### src/hdl/enclave_trace_pkg.sv
/*
  Shared constants and carriers for the enclave branch-trace and counter gating block.
  Assumes one core clock and a 64-bit linear address space.
*/
package enclave_trace_pkg;

  localparam int IP_W = 64;
  localparam int DATA_W = 64;
  localparam int SIB_CTRS = 8;
  localparam int ADDR_W = 5;

  // Register byte offsets.
  localparam logic [ADDR_W-1:0] OFF_CTL = 5'h00;
  localparam logic [ADDR_W-1:0] OFF_FILTER = 5'h08;
  localparam logic [ADDR_W-1:0] OFF_STATUS = 5'h10;
  localparam logic [ADDR_W-1:0] OFF_SIBLING = 5'h18;

  // Field positions.
  localparam int CTL_REC_EN = 0;
  localparam int FILTER_FAR = 8;
  localparam int STAT_IN_ENCL = 0;
  localparam int STAT_OPT_OUT = 1;
  localparam int STAT_GUARD = 60;
  localparam int SRC_PREDICTED = 63;
  localparam int FILTER_W = 16;

  typedef enum logic [2:0] {
    OP_NONE = 3'b000,
    OP_ENTER = 3'b001,
    OP_RESUME = 3'b010,
    OP_EXIT = 3'b011,
    OP_AEX = 3'b100,
    OP_LEAF = 3'b101,
    OP_EEE_END = 3'b110
  } op_kind_e;

  typedef struct packed {
    logic valid;
    op_kind_e kind;
    logic opt_out;
    logic [IP_W-1:0] ip;
    logic [IP_W-1:0] dest;
    logic [IP_W-1:0] ssa_ip;
    logic [IP_W-1:0] async_exit_resume_point;
  } op_s;

  typedef struct packed {
    logic valid;
    logic far;
    logic cause;
    logic in_txn;
    logic [IP_W-1:0] src;
    logic [IP_W-1:0] dst;
  } branch_s;

  typedef struct packed {
    logic valid;
    logic in_txn;
    logic [IP_W-1:0] src;
    logic [IP_W-1:0] dst;
  } record_s;

  typedef struct packed {
    logic valid;
    logic [IP_W-1:0] ip;
  } sample_s;

  typedef struct packed {
    logic in_encl;
    logic opt_out;
    logic rec_at_entry;
    logic cause_pend;
    logic [IP_W-1:0] entry_ip;
    logic [IP_W-1:0] async_exit_resume_point;
    logic rec_en;
    logic [FILTER_W-1:0] filter;
    logic guard;
    logic [SIB_CTRS-1:0] sib_any;
    logic [DATA_W-1:0] rd_data;
    record_s rec;
    sample_s sample;
  } state_s;

endpackage

### src/hdl/enclave_trace_gate.sv
/*
  Enclave branch-record and counter gating logic for one logical processor.
  Assumes the retirement logic presents at most one enclave operation or one ordinary
  branch per cycle on the core clock, and that pending sampling is a same-clock level.

  // Overview of operation
  // Opt-in enter/resume pushes op to destination.
  // Opt-in exit pushes exit to destination.
  // Opt-in async exit pushes saved pointer to resume.
  // Opt-in enclave branches recorded as usual.
  // Opt-out entry suppresses recording; exit lifts it.
  // Opt-out exit pushes entry address to destination.
  // Opt-out async exit pushes entry to resume first.
  // Causing event record sources from resume point.
  // Enclave records predicted, outside transactional region.
  // Enclave records are far, filter bit 8.
  // Status bit 60 flags counter interference.
  // Opt-in entry keeps counters, flag clear.
  // Opt-out entry stops thread counters, sets flag.
  // Opt-out enclave suppresses thread sampling records.
  // Sibling any-thread counters demoted during opt-out.
  // Any exit lifts counter and sampling suppression.
  // Exit restores sibling any-thread counting.
  // Leaf sample reports the leaf address.
  // Opt-in entry samples own address; opt-out none.
  // Exit sample: opt-in exit address.
  // Async exit sample: saved pointer or entry.
  // Sample after exiting event reports resume point.
  // Entry kind and address held until exit.
*/
// The placing of the registers and the address-and-strobe port were chosen for this implementation.
`timescale 1ns/1ps
module enclave_trace_gate
  import enclave_trace_pkg::*;
(
  // Clock and reset.
  input wire logic clock_i,
  input wire logic rst_n_i,
  // Register port.
  input wire logic [ADDR_W-1:0] reg_addr_i,
  input wire logic [DATA_W-1:0] reg_wdata_i,
  input wire logic reg_wr_i,
  input wire logic reg_rd_i,
  output logic [DATA_W-1:0] reg_rdata_o,
  // Retirement events.
  input wire op_s op_i,
  input wire branch_s branch_i,
  input wire logic sample_pend_i,
  // Branch record stack push and sampling record.
  output record_s rec_o,
  output sample_s sample_o,
  // Counter gating.
  output logic thread_ctr_run_o,
  output logic sample_en_o,
  output logic [SIB_CTRS-1:0] sib_any_o,
  output logic [SIB_CTRS-1:0] sib_demoted_o
);

  state_s q;
  state_s d;
  logic susp;
  logic wr_stat;

  // Records from enclave operations are always predicted and non-transactional.
  function automatic record_s encl_rec(input logic [IP_W-1:0] src, input logic [IP_W-1:0] dst,
                                       input logic en, input logic [FILTER_W-1:0] filt);
    record_s r;
    r.valid = en & ~filt[FILTER_FAR];
    r.in_txn = 1'b0;
    r.src = {1'b1, src[SRC_PREDICTED-1:0]};
    r.dst = dst;
    return r;
  endfunction

  function automatic sample_s mk_sample(input logic en, input logic [IP_W-1:0] ip);
    sample_s s;
    s.valid = en;
    s.ip = ip;
    return s;
  endfunction

  assign susp = q.in_encl & q.opt_out;
  assign wr_stat = reg_wr_i && (reg_addr_i == OFF_STATUS);

  always_comb begin
    d = q;
    d.rec = '0;
    d.sample = '0;
    d.rd_data = '0;
    // The flag is write-one-to-clear; a set in the same cycle wins below.
    if (wr_stat && reg_wdata_i[STAT_GUARD]) begin
      d.guard = 1'b0;
    end
    if (reg_wr_i && reg_addr_i == OFF_CTL) begin
      d.rec_en = reg_wdata_i[CTL_REC_EN];
    end
    if (reg_wr_i && reg_addr_i == OFF_FILTER) begin
      d.filter = reg_wdata_i[FILTER_W-1:0];
    end
    if (reg_wr_i && reg_addr_i == OFF_SIBLING) begin
      d.sib_any = reg_wdata_i[SIB_CTRS-1:0];
    end
    if (reg_rd_i) begin
      unique case (reg_addr_i)
        OFF_CTL: d.rd_data[CTL_REC_EN] = q.rec_en;
        OFF_FILTER: d.rd_data[FILTER_W-1:0] = q.filter;
        OFF_STATUS: begin
          d.rd_data[STAT_GUARD] = q.guard;
          d.rd_data[STAT_IN_ENCL] = q.in_encl;
          d.rd_data[STAT_OPT_OUT] = q.opt_out;
        end
        OFF_SIBLING: d.rd_data[SIB_CTRS-1:0] = q.sib_any;
        default: d.rd_data = '0;
      endcase
    end
    if (op_i.valid) begin
      unique case (op_i.kind)
        OP_ENTER, OP_RESUME: begin
          d.in_encl = 1'b1;
          d.opt_out = op_i.opt_out;
          d.entry_ip = op_i.ip;
          d.rec_at_entry = q.rec_en;
          d.cause_pend = 1'b0;
          if (op_i.opt_out) begin
            d.guard = 1'b1;
          end else begin
            d.rec = encl_rec(op_i.ip, op_i.dest, q.rec_en, q.filter);
          end
          d.sample = mk_sample(sample_pend_i & ~op_i.opt_out, op_i.ip);
        end
        OP_EXIT: begin
          if (q.opt_out) begin
            d.rec = encl_rec(q.entry_ip, op_i.dest, q.rec_at_entry, q.filter);
            d.sample = mk_sample(sample_pend_i, q.entry_ip);
          end else begin
            d.rec = encl_rec(op_i.ip, op_i.dest, q.rec_en, q.filter);
            d.sample = mk_sample(sample_pend_i, op_i.ip);
          end
          d.in_encl = 1'b0;
          d.opt_out = 1'b0;
        end
        OP_AEX: begin
          if (q.opt_out) begin
            d.rec = encl_rec(q.entry_ip, op_i.async_exit_resume_point, q.rec_at_entry, q.filter);
            d.cause_pend = 1'b1;
            d.sample = mk_sample(sample_pend_i, q.entry_ip);
          end else begin
            d.rec = encl_rec(op_i.ssa_ip, op_i.async_exit_resume_point, q.rec_en, q.filter);
            d.sample = mk_sample(sample_pend_i, op_i.ssa_ip);
          end
          d.async_exit_resume_point = op_i.async_exit_resume_point;
          d.in_encl = 1'b0;
          d.opt_out = 1'b0;
        end
        OP_LEAF: begin
          // A leaf retiring inside an opt-out enclave must not leak a sampling record.
          d.sample = mk_sample(sample_pend_i & ~susp, op_i.ip);
        end
        OP_EEE_END: begin
          d.sample = mk_sample(sample_pend_i, q.async_exit_resume_point);
          d.cause_pend = 1'b0;
        end
        default: d.sample = '0;
      endcase
    end else if (branch_i.valid && q.rec_en && !susp) begin
      // Ordinary branches stay silent inside an opt-out enclave.
      d.rec.valid = ~(branch_i.far & q.filter[FILTER_FAR]);
      d.rec.in_txn = branch_i.in_txn;
      d.rec.src = branch_i.src;
      d.rec.dst = branch_i.dst;
      if (q.cause_pend && branch_i.cause) begin
        d.rec.src = q.async_exit_resume_point;
        d.rec.in_txn = 1'b0;
        d.cause_pend = 1'b0;
      end
    end
  end

  always_ff @(posedge clock_i or negedge rst_n_i) begin
    if (!rst_n_i) begin
      q <= '0;
    end else begin
      q <= d;
    end
  end

  assign reg_rdata_o = q.rd_data;
  assign rec_o = q.rec;
  assign sample_o = q.sample;
  // Cycle-counting fixed counters are never gated, so they need no control here.
  assign thread_ctr_run_o = ~susp;
  assign sample_en_o = ~susp;
  assign sib_any_o = q.sib_any & {SIB_CTRS{~susp}};
  assign sib_demoted_o = q.sib_any & {SIB_CTRS{susp}};

  logic optin_entry;
  logic nofilt;
  assign optin_entry = op_i.valid && !op_i.opt_out &&
                       (op_i.kind == OP_ENTER || op_i.kind == OP_RESUME);
  assign nofilt = !q.filter[FILTER_FAR];
endmodule // enclave_trace_gate

### config.mk
export PLATFORM = sky130hd
export DESIGN_NAME = enclave_trace_gate
export DESIGN_NICKNAME = d
export VERILOG_FILES = /design/src/hdl/enclave_trace_pkg.sv /design/src/hdl/enclave_trace_gate.sv
export SDC_FILE = /design/constraint.sdc
export NUM_CORES = 1
export LEC_CHECK = 0
export ABC_AREA = 1
export BUFFER_PORTS_ARGS = -buffer_cell sky130_fd_sc_hd__buf_2
export CORE_AREA = 5 5 286 288
export CTS_BUF_LIST = sky130_fd_sc_hd__clkbuf_2 sky130_fd_sc_hd__clkbuf_4 sky130_fd_sc_hd__clkbuf_8
export CTS_CLUSTER_SIZE = 16
export DETAILED_ROUTE_END_ITERATION = 16
export DIE_AREA = 0 0 291 293
export GPL_ROUTABILITY_DRIVEN = 0
export PLACE_DENSITY = 0.5
export SYNTH_ARGS = -nofsm -noshare
export SYNTH_HDL_FRONTEND = slang
export SYNTH_SLANG_ARGS = --single-unit
### constraint.sdc
create_clock -name clock_i -period 1.82 [get_ports clock_i]
set_clock_uncertainty 0.1 [all_clocks]
set_input_delay 0.364 -clock clock_i [delete_from_list [all_inputs] [get_ports clock_i]]
set_output_delay 0.364 -clock clock_i [all_outputs]
set_load 0.005 [all_outputs]
# Word level (Yosys, flattened, before mapping)
# Index checks and enable logic that the tools add are counted.
# classes
eq_ne	11
muxes	25
bitwise_logic	12
reduce_logical	20
# op_table
operator	n
130-bit 2-to-1 mux	3
195-bit 2-to-1 mux	2
130-bit case mux with 3 select lines	1
65-bit case mux with 5 select lines	1
65-bit 2-to-1 mux	2
61-bit 2-to-1 mux	1
8-bit bitwise AND	2
6-bit case mux with 2 select lines	1
5-bit equality test (second input constant)	2
3-bit equality test (second input constant)	3
1-bit 2-to-1 mux	9
1-bit logical AND	8
8-bit 2-to-1 mux	1
1-bit bitwise AND	6
3-bit by 2-bit equality test with 1-bit output (second input constant)	2
2-bit AND reduction	3
2-bit nonzero test	3
5-bit by 4-bit equality test with 1-bit output (second input constant)	1
5-bit logical NOT	1
1-bit inverter	4
1-bit case mux with 4 select lines	1
2-bit case mux with 2 select lines	1
4-bit AND reduction	1
2-bit OR reduction	2
7 further kinds	7
# totals
register_bits	417
input_bits	467
output_inout_bits	277

# Logic depth before layout (Yosys ltp)
# logic_depth
word_depth	7
depth_mapped	12

# Worst setup path before layout
# OpenSTA, ideal clock, no wires.
# synth_timing
kind	register to output
startpoint	register q[415] (netlist name)
endpoint	output port sib_any_o[0]
arrival_time_ps	1175
required_time_ps	1356
path_slack_ps	181
path_stages_with_launch	7
n_path_buf	3
cell_sequence	dfrtp_1 buf_2 buf_2 nand2_1 buf_4 clkinv_1 nor2_1
# synth_via
elab_chain_len	3
# synth_lines
item	line_no	text
start: declaration	enclave_trace_gate.sv:59	state_s q;
start signal: assignment	enclave_trace_gate.sv:181	q <= '0;
start signal: assignment	enclave_trace_gate.sv:183	q <= d;
1-bit bitwise AND	enclave_trace_gate.sv:82	assign susp = q.in_encl & q.opt_out;
1-bit inverter	n/a	
named net sample_en_o	enclave_trace_gate.sv:54	output logic sample_en_o,
8-bit bitwise AND	enclave_trace_gate.sv:193	assign sib_any_o = q.sib_any & {SIB_CTRS{~susp}};
end: declaration	enclave_trace_gate.sv:55	output logic [SIB_CTRS-1:0] sib_any_o,
# The timed path passes the listed nets, and every way through them passes these cells.

# Worst setup path in the final report
# layout_timing
startpoint	register q[415] (netlist name)
endpoint	output port sib_any_o[6]
# layout_via
elab_chain_len	3
# layout_lines
item	line_no
1-bit bitwise AND	enclave_trace_gate.sv:82
1-bit inverter	enclave_trace_gate.sv:193
8-bit bitwise AND	enclave_trace_gate.sv:193
# Every way passes these cells.

==> flow_metrics.tcl <==
set metrics [dict create \
    coreArea_um2 78610 \
    internal-power_mw 16.86 \
    avgSynthCellArea_um2 7.080 \
    violations "setup timing" \
    io_buffers 649 \
    wire_per_inst_um 18.04 \
    dp_slack_ns -0.02982 \
    combPwrFrac_pct 21.6 \
    status "complete, but fails checks" \
    grt_max_degree 65 \
    drtPass1Iterations 5 \
    cts_tree "built" \
    p_sw_share_pct 30.79 \
    max_slew_margin_pct 60.89 \
    h-tree-depth 3 \
    worstSetupEndpointType "primary output" \
    critPathKind "flip-flop to primary output" \
    critPathBufInv 4 \
    routed_via_density 4.406 \
    p_leak_nw 16.48 \
    fmaxAchievable_mhz 472.9 \
    start_kind "flip-flop" \
    grt_pass1_vias 22310 \
    nets 4305 \
    setup_slack_ns -0.2946 \
    vias 21860 \
    slew_viol_final 0 \
    hpwl_um 63130 \
    cts.clk_slew.worst_paths_ns 0.06 \
    pwr-share-seq_pct 39.8 \
    yosysUniqueCellTypes 26 \
    drcViolationCount 0 \
    cts-root-buf "clkbuf_8" \
    syn-instance-count 3002 \
    ios 744 \
    ant_nets 0 \
    required_ns 1.36 \
    die_x_um 291 \
    die_area_um2 85260 \
    area_growth_pct 43.15 \
    crit_family "flip-flops" \
    gr-total-overflow 0 \
    cts_buffer_depth 3 \
    multi_input_area_um2 8708 \
    setup_viol 18 \
    clock_latency_ns 0.66 \
    drtIter0Drc 1236 \
    grt_use_total_pct 20.13 \
    synth_seq_area_share_pct 43.57 \
    yosys.area.top_type "dfrtp_1" \
    hold_class "primary input to flip-flop" \
    switchingPower_mw 7.502 \
    cts.sink_count 370 \
    synthFlopType "dfrtp_1" \
    cap_violations 0 \
    netlist_area_um2 21250 \
    rsz0062_at_grt "true" \
    cp_common_cell "buf_6" \
    synthArstFlopShare_pct 100.0 \
    whs_ns 0.02416 \
    worst_slew_pin_slew_ns 0.5866 \
    drive_gt1_share_pct 25.87 \
    power_mw 24.36 \
    crit_fanout 4 \
    die_h_um 293 \
    critPathMaxStageDelay_ns 0.48 \
    ys_ff_latch 370 \
    synth_enable_flop_cells 0 \
    timing.final.crit_period_ns 2.115 \
    cp_slowest_cell "dfrtp_4" \
    antenna_found_initial 19 \
    start_util_pct 27.03 \
    path_cells "nand2_4 -> buf_6 -> clkinv_4 -> buf_6 -> nor2_1 -> buf_2" \
    wl_um 89490 \
    power-per-cell-area_nw_per_um2 800.8 \
    tns_ns -4.568 \
    ys_warn_count 0 \
    synthTopCellsByCount "nand2_1 (1159), dfrtp_1 (370), o21ai_0 (281)" \
    yosysTopAreaCellShare_pct 43.57 \
    min_period_over_period_pct 116.2 \
    worstPathArrival_ns 1.65 \
    synth_area_leaders "dfrtp_1 (44%), nand2_1 (20%), buf_4 (9.6%)" \
    grt_first_pass_wirelength_um 133800 \
    hold_viol_final 0 \
    nFillCells 8187 \
    clockPowerShare_pct 38.7 \
    synth_most_common_cell "nand2_1" \
    seq_area_um2 9263 \
    ir_drop_uv 458.1 \
    cts_buffers 75 \
    core.rowCount 103 \
]
-- metal layers --
metal	share of wire, %	GRT usage (%)
met3	6.8	4.573
met5	0.045	0
met2	48	34.25
met1	41	24.89
met4	3.6	8.039
-- tightest hold or removal path, cell delays in order --
cell	delay (ns)
buf_2	0.08
nor2_1	0.06
nand3_1	0.11
o21ai_0	0.08
nand2_1	0.05
-- power groups by stage --
stage                     sequential, mW  combinational, mW  clock (mW)
final                               9.69               5.25        9.43
after global routing                9.79               5.87        10.1
after CTS                           9.68               5.21        9.74
after detailed placement            9.82               4.51           0
after global placement              9.82               4.47           0
after floorplan                     9.64               2.75           0
-- worst paths after layout --
kind / startpoint / end / slack, ns / depth (start not counted)
min: reg_addr_i[2] / q[267] / 0.02 / 5
min reg2reg: q[414] / q[414] / 0.37 / 2
max in group asynchronous: rst_n_i / q[385] / 0.74 / 3
max reg2reg: q[415] / rec_o[115] / 0.08 / 11
min in group asynchronous: rst_n_i / rec_o[100] / 0.17 / 2
max: q[415] / sib_any_o[6] / -0.29 / 6
-- kinds of logic (layout without fill, tap and decap cells) --
group,after synthesis,count (layout),share of synthesized area (%)
other cells,1,62,0.01764
simple gates,1486,1486,27.36
buf+inv,659,1507,16.85
flops,370,370,43.57
compound gates,485,485,12.16
mux,1,1,0.04710
-- flip-flops by register name, summed over array words and instances, names as in the netlist --
register / flops
rec_o: 130
reg_rdata_o: 17
q: 158
sample_o: 65
-- layout make-up --
class	count	share of cell area (%)
clock inverters	15	0.4524
multi-input cells	2019	28.62
repair buffers	1138	28.23
clock buffers	120	4.894
inverters	234	2.916
diodes	15	0.1234
well taps	1050	4.318
flip-flops and latches	370	30.44
-- repair_timing --
item	CTS	global route
gates cloned	0	1
endpoints found under the hold margin	610	0
setup endpoints to repair	18	71
hold buffers	366	0
pin swaps	0	2
resized for setup	9	18
buffers inserted	4	3
-- per-stage QoR --
step | utilization, % | std cells | instance area [µm²]
after floorplan | - | 3048 | 21430
after global placement | 31.73 | 4438 | 24950
after detailed placement | 31.73 | 4438 | 24950
after CTS | 38.54 | 4943 | 30300
after global routing | 38.69 | 4959 | 30420
final | 38.70 | 4961 | 30420
-- layout by cell type (no fill, tap or decap), drive strengths merged --
| master | instances |
|---|---|
| nand2 | 1160 |
| buf | 772 |
| o21ai | 407 |
| dfrtp | 370 |
| dlygate4sd3 | 365 |
| nor2 | 242 |
| inv | 233 |
| clkbuf | 121 |
| or2 | 63 |
| o211ai | 63 |
| conb | 47 |
| diode | 15 |
| a21oi | 15 |
| nand3 | 14 |
| clkinv | 12 |
| nand4 | 4 |
| clkinvlp | 3 |
| nand3b | 2 |
| nor3b | 1 |
| mux2i | 1 |
| bufinv | 1 |
No activity file was read; power rests on OpenSTA's default activity.
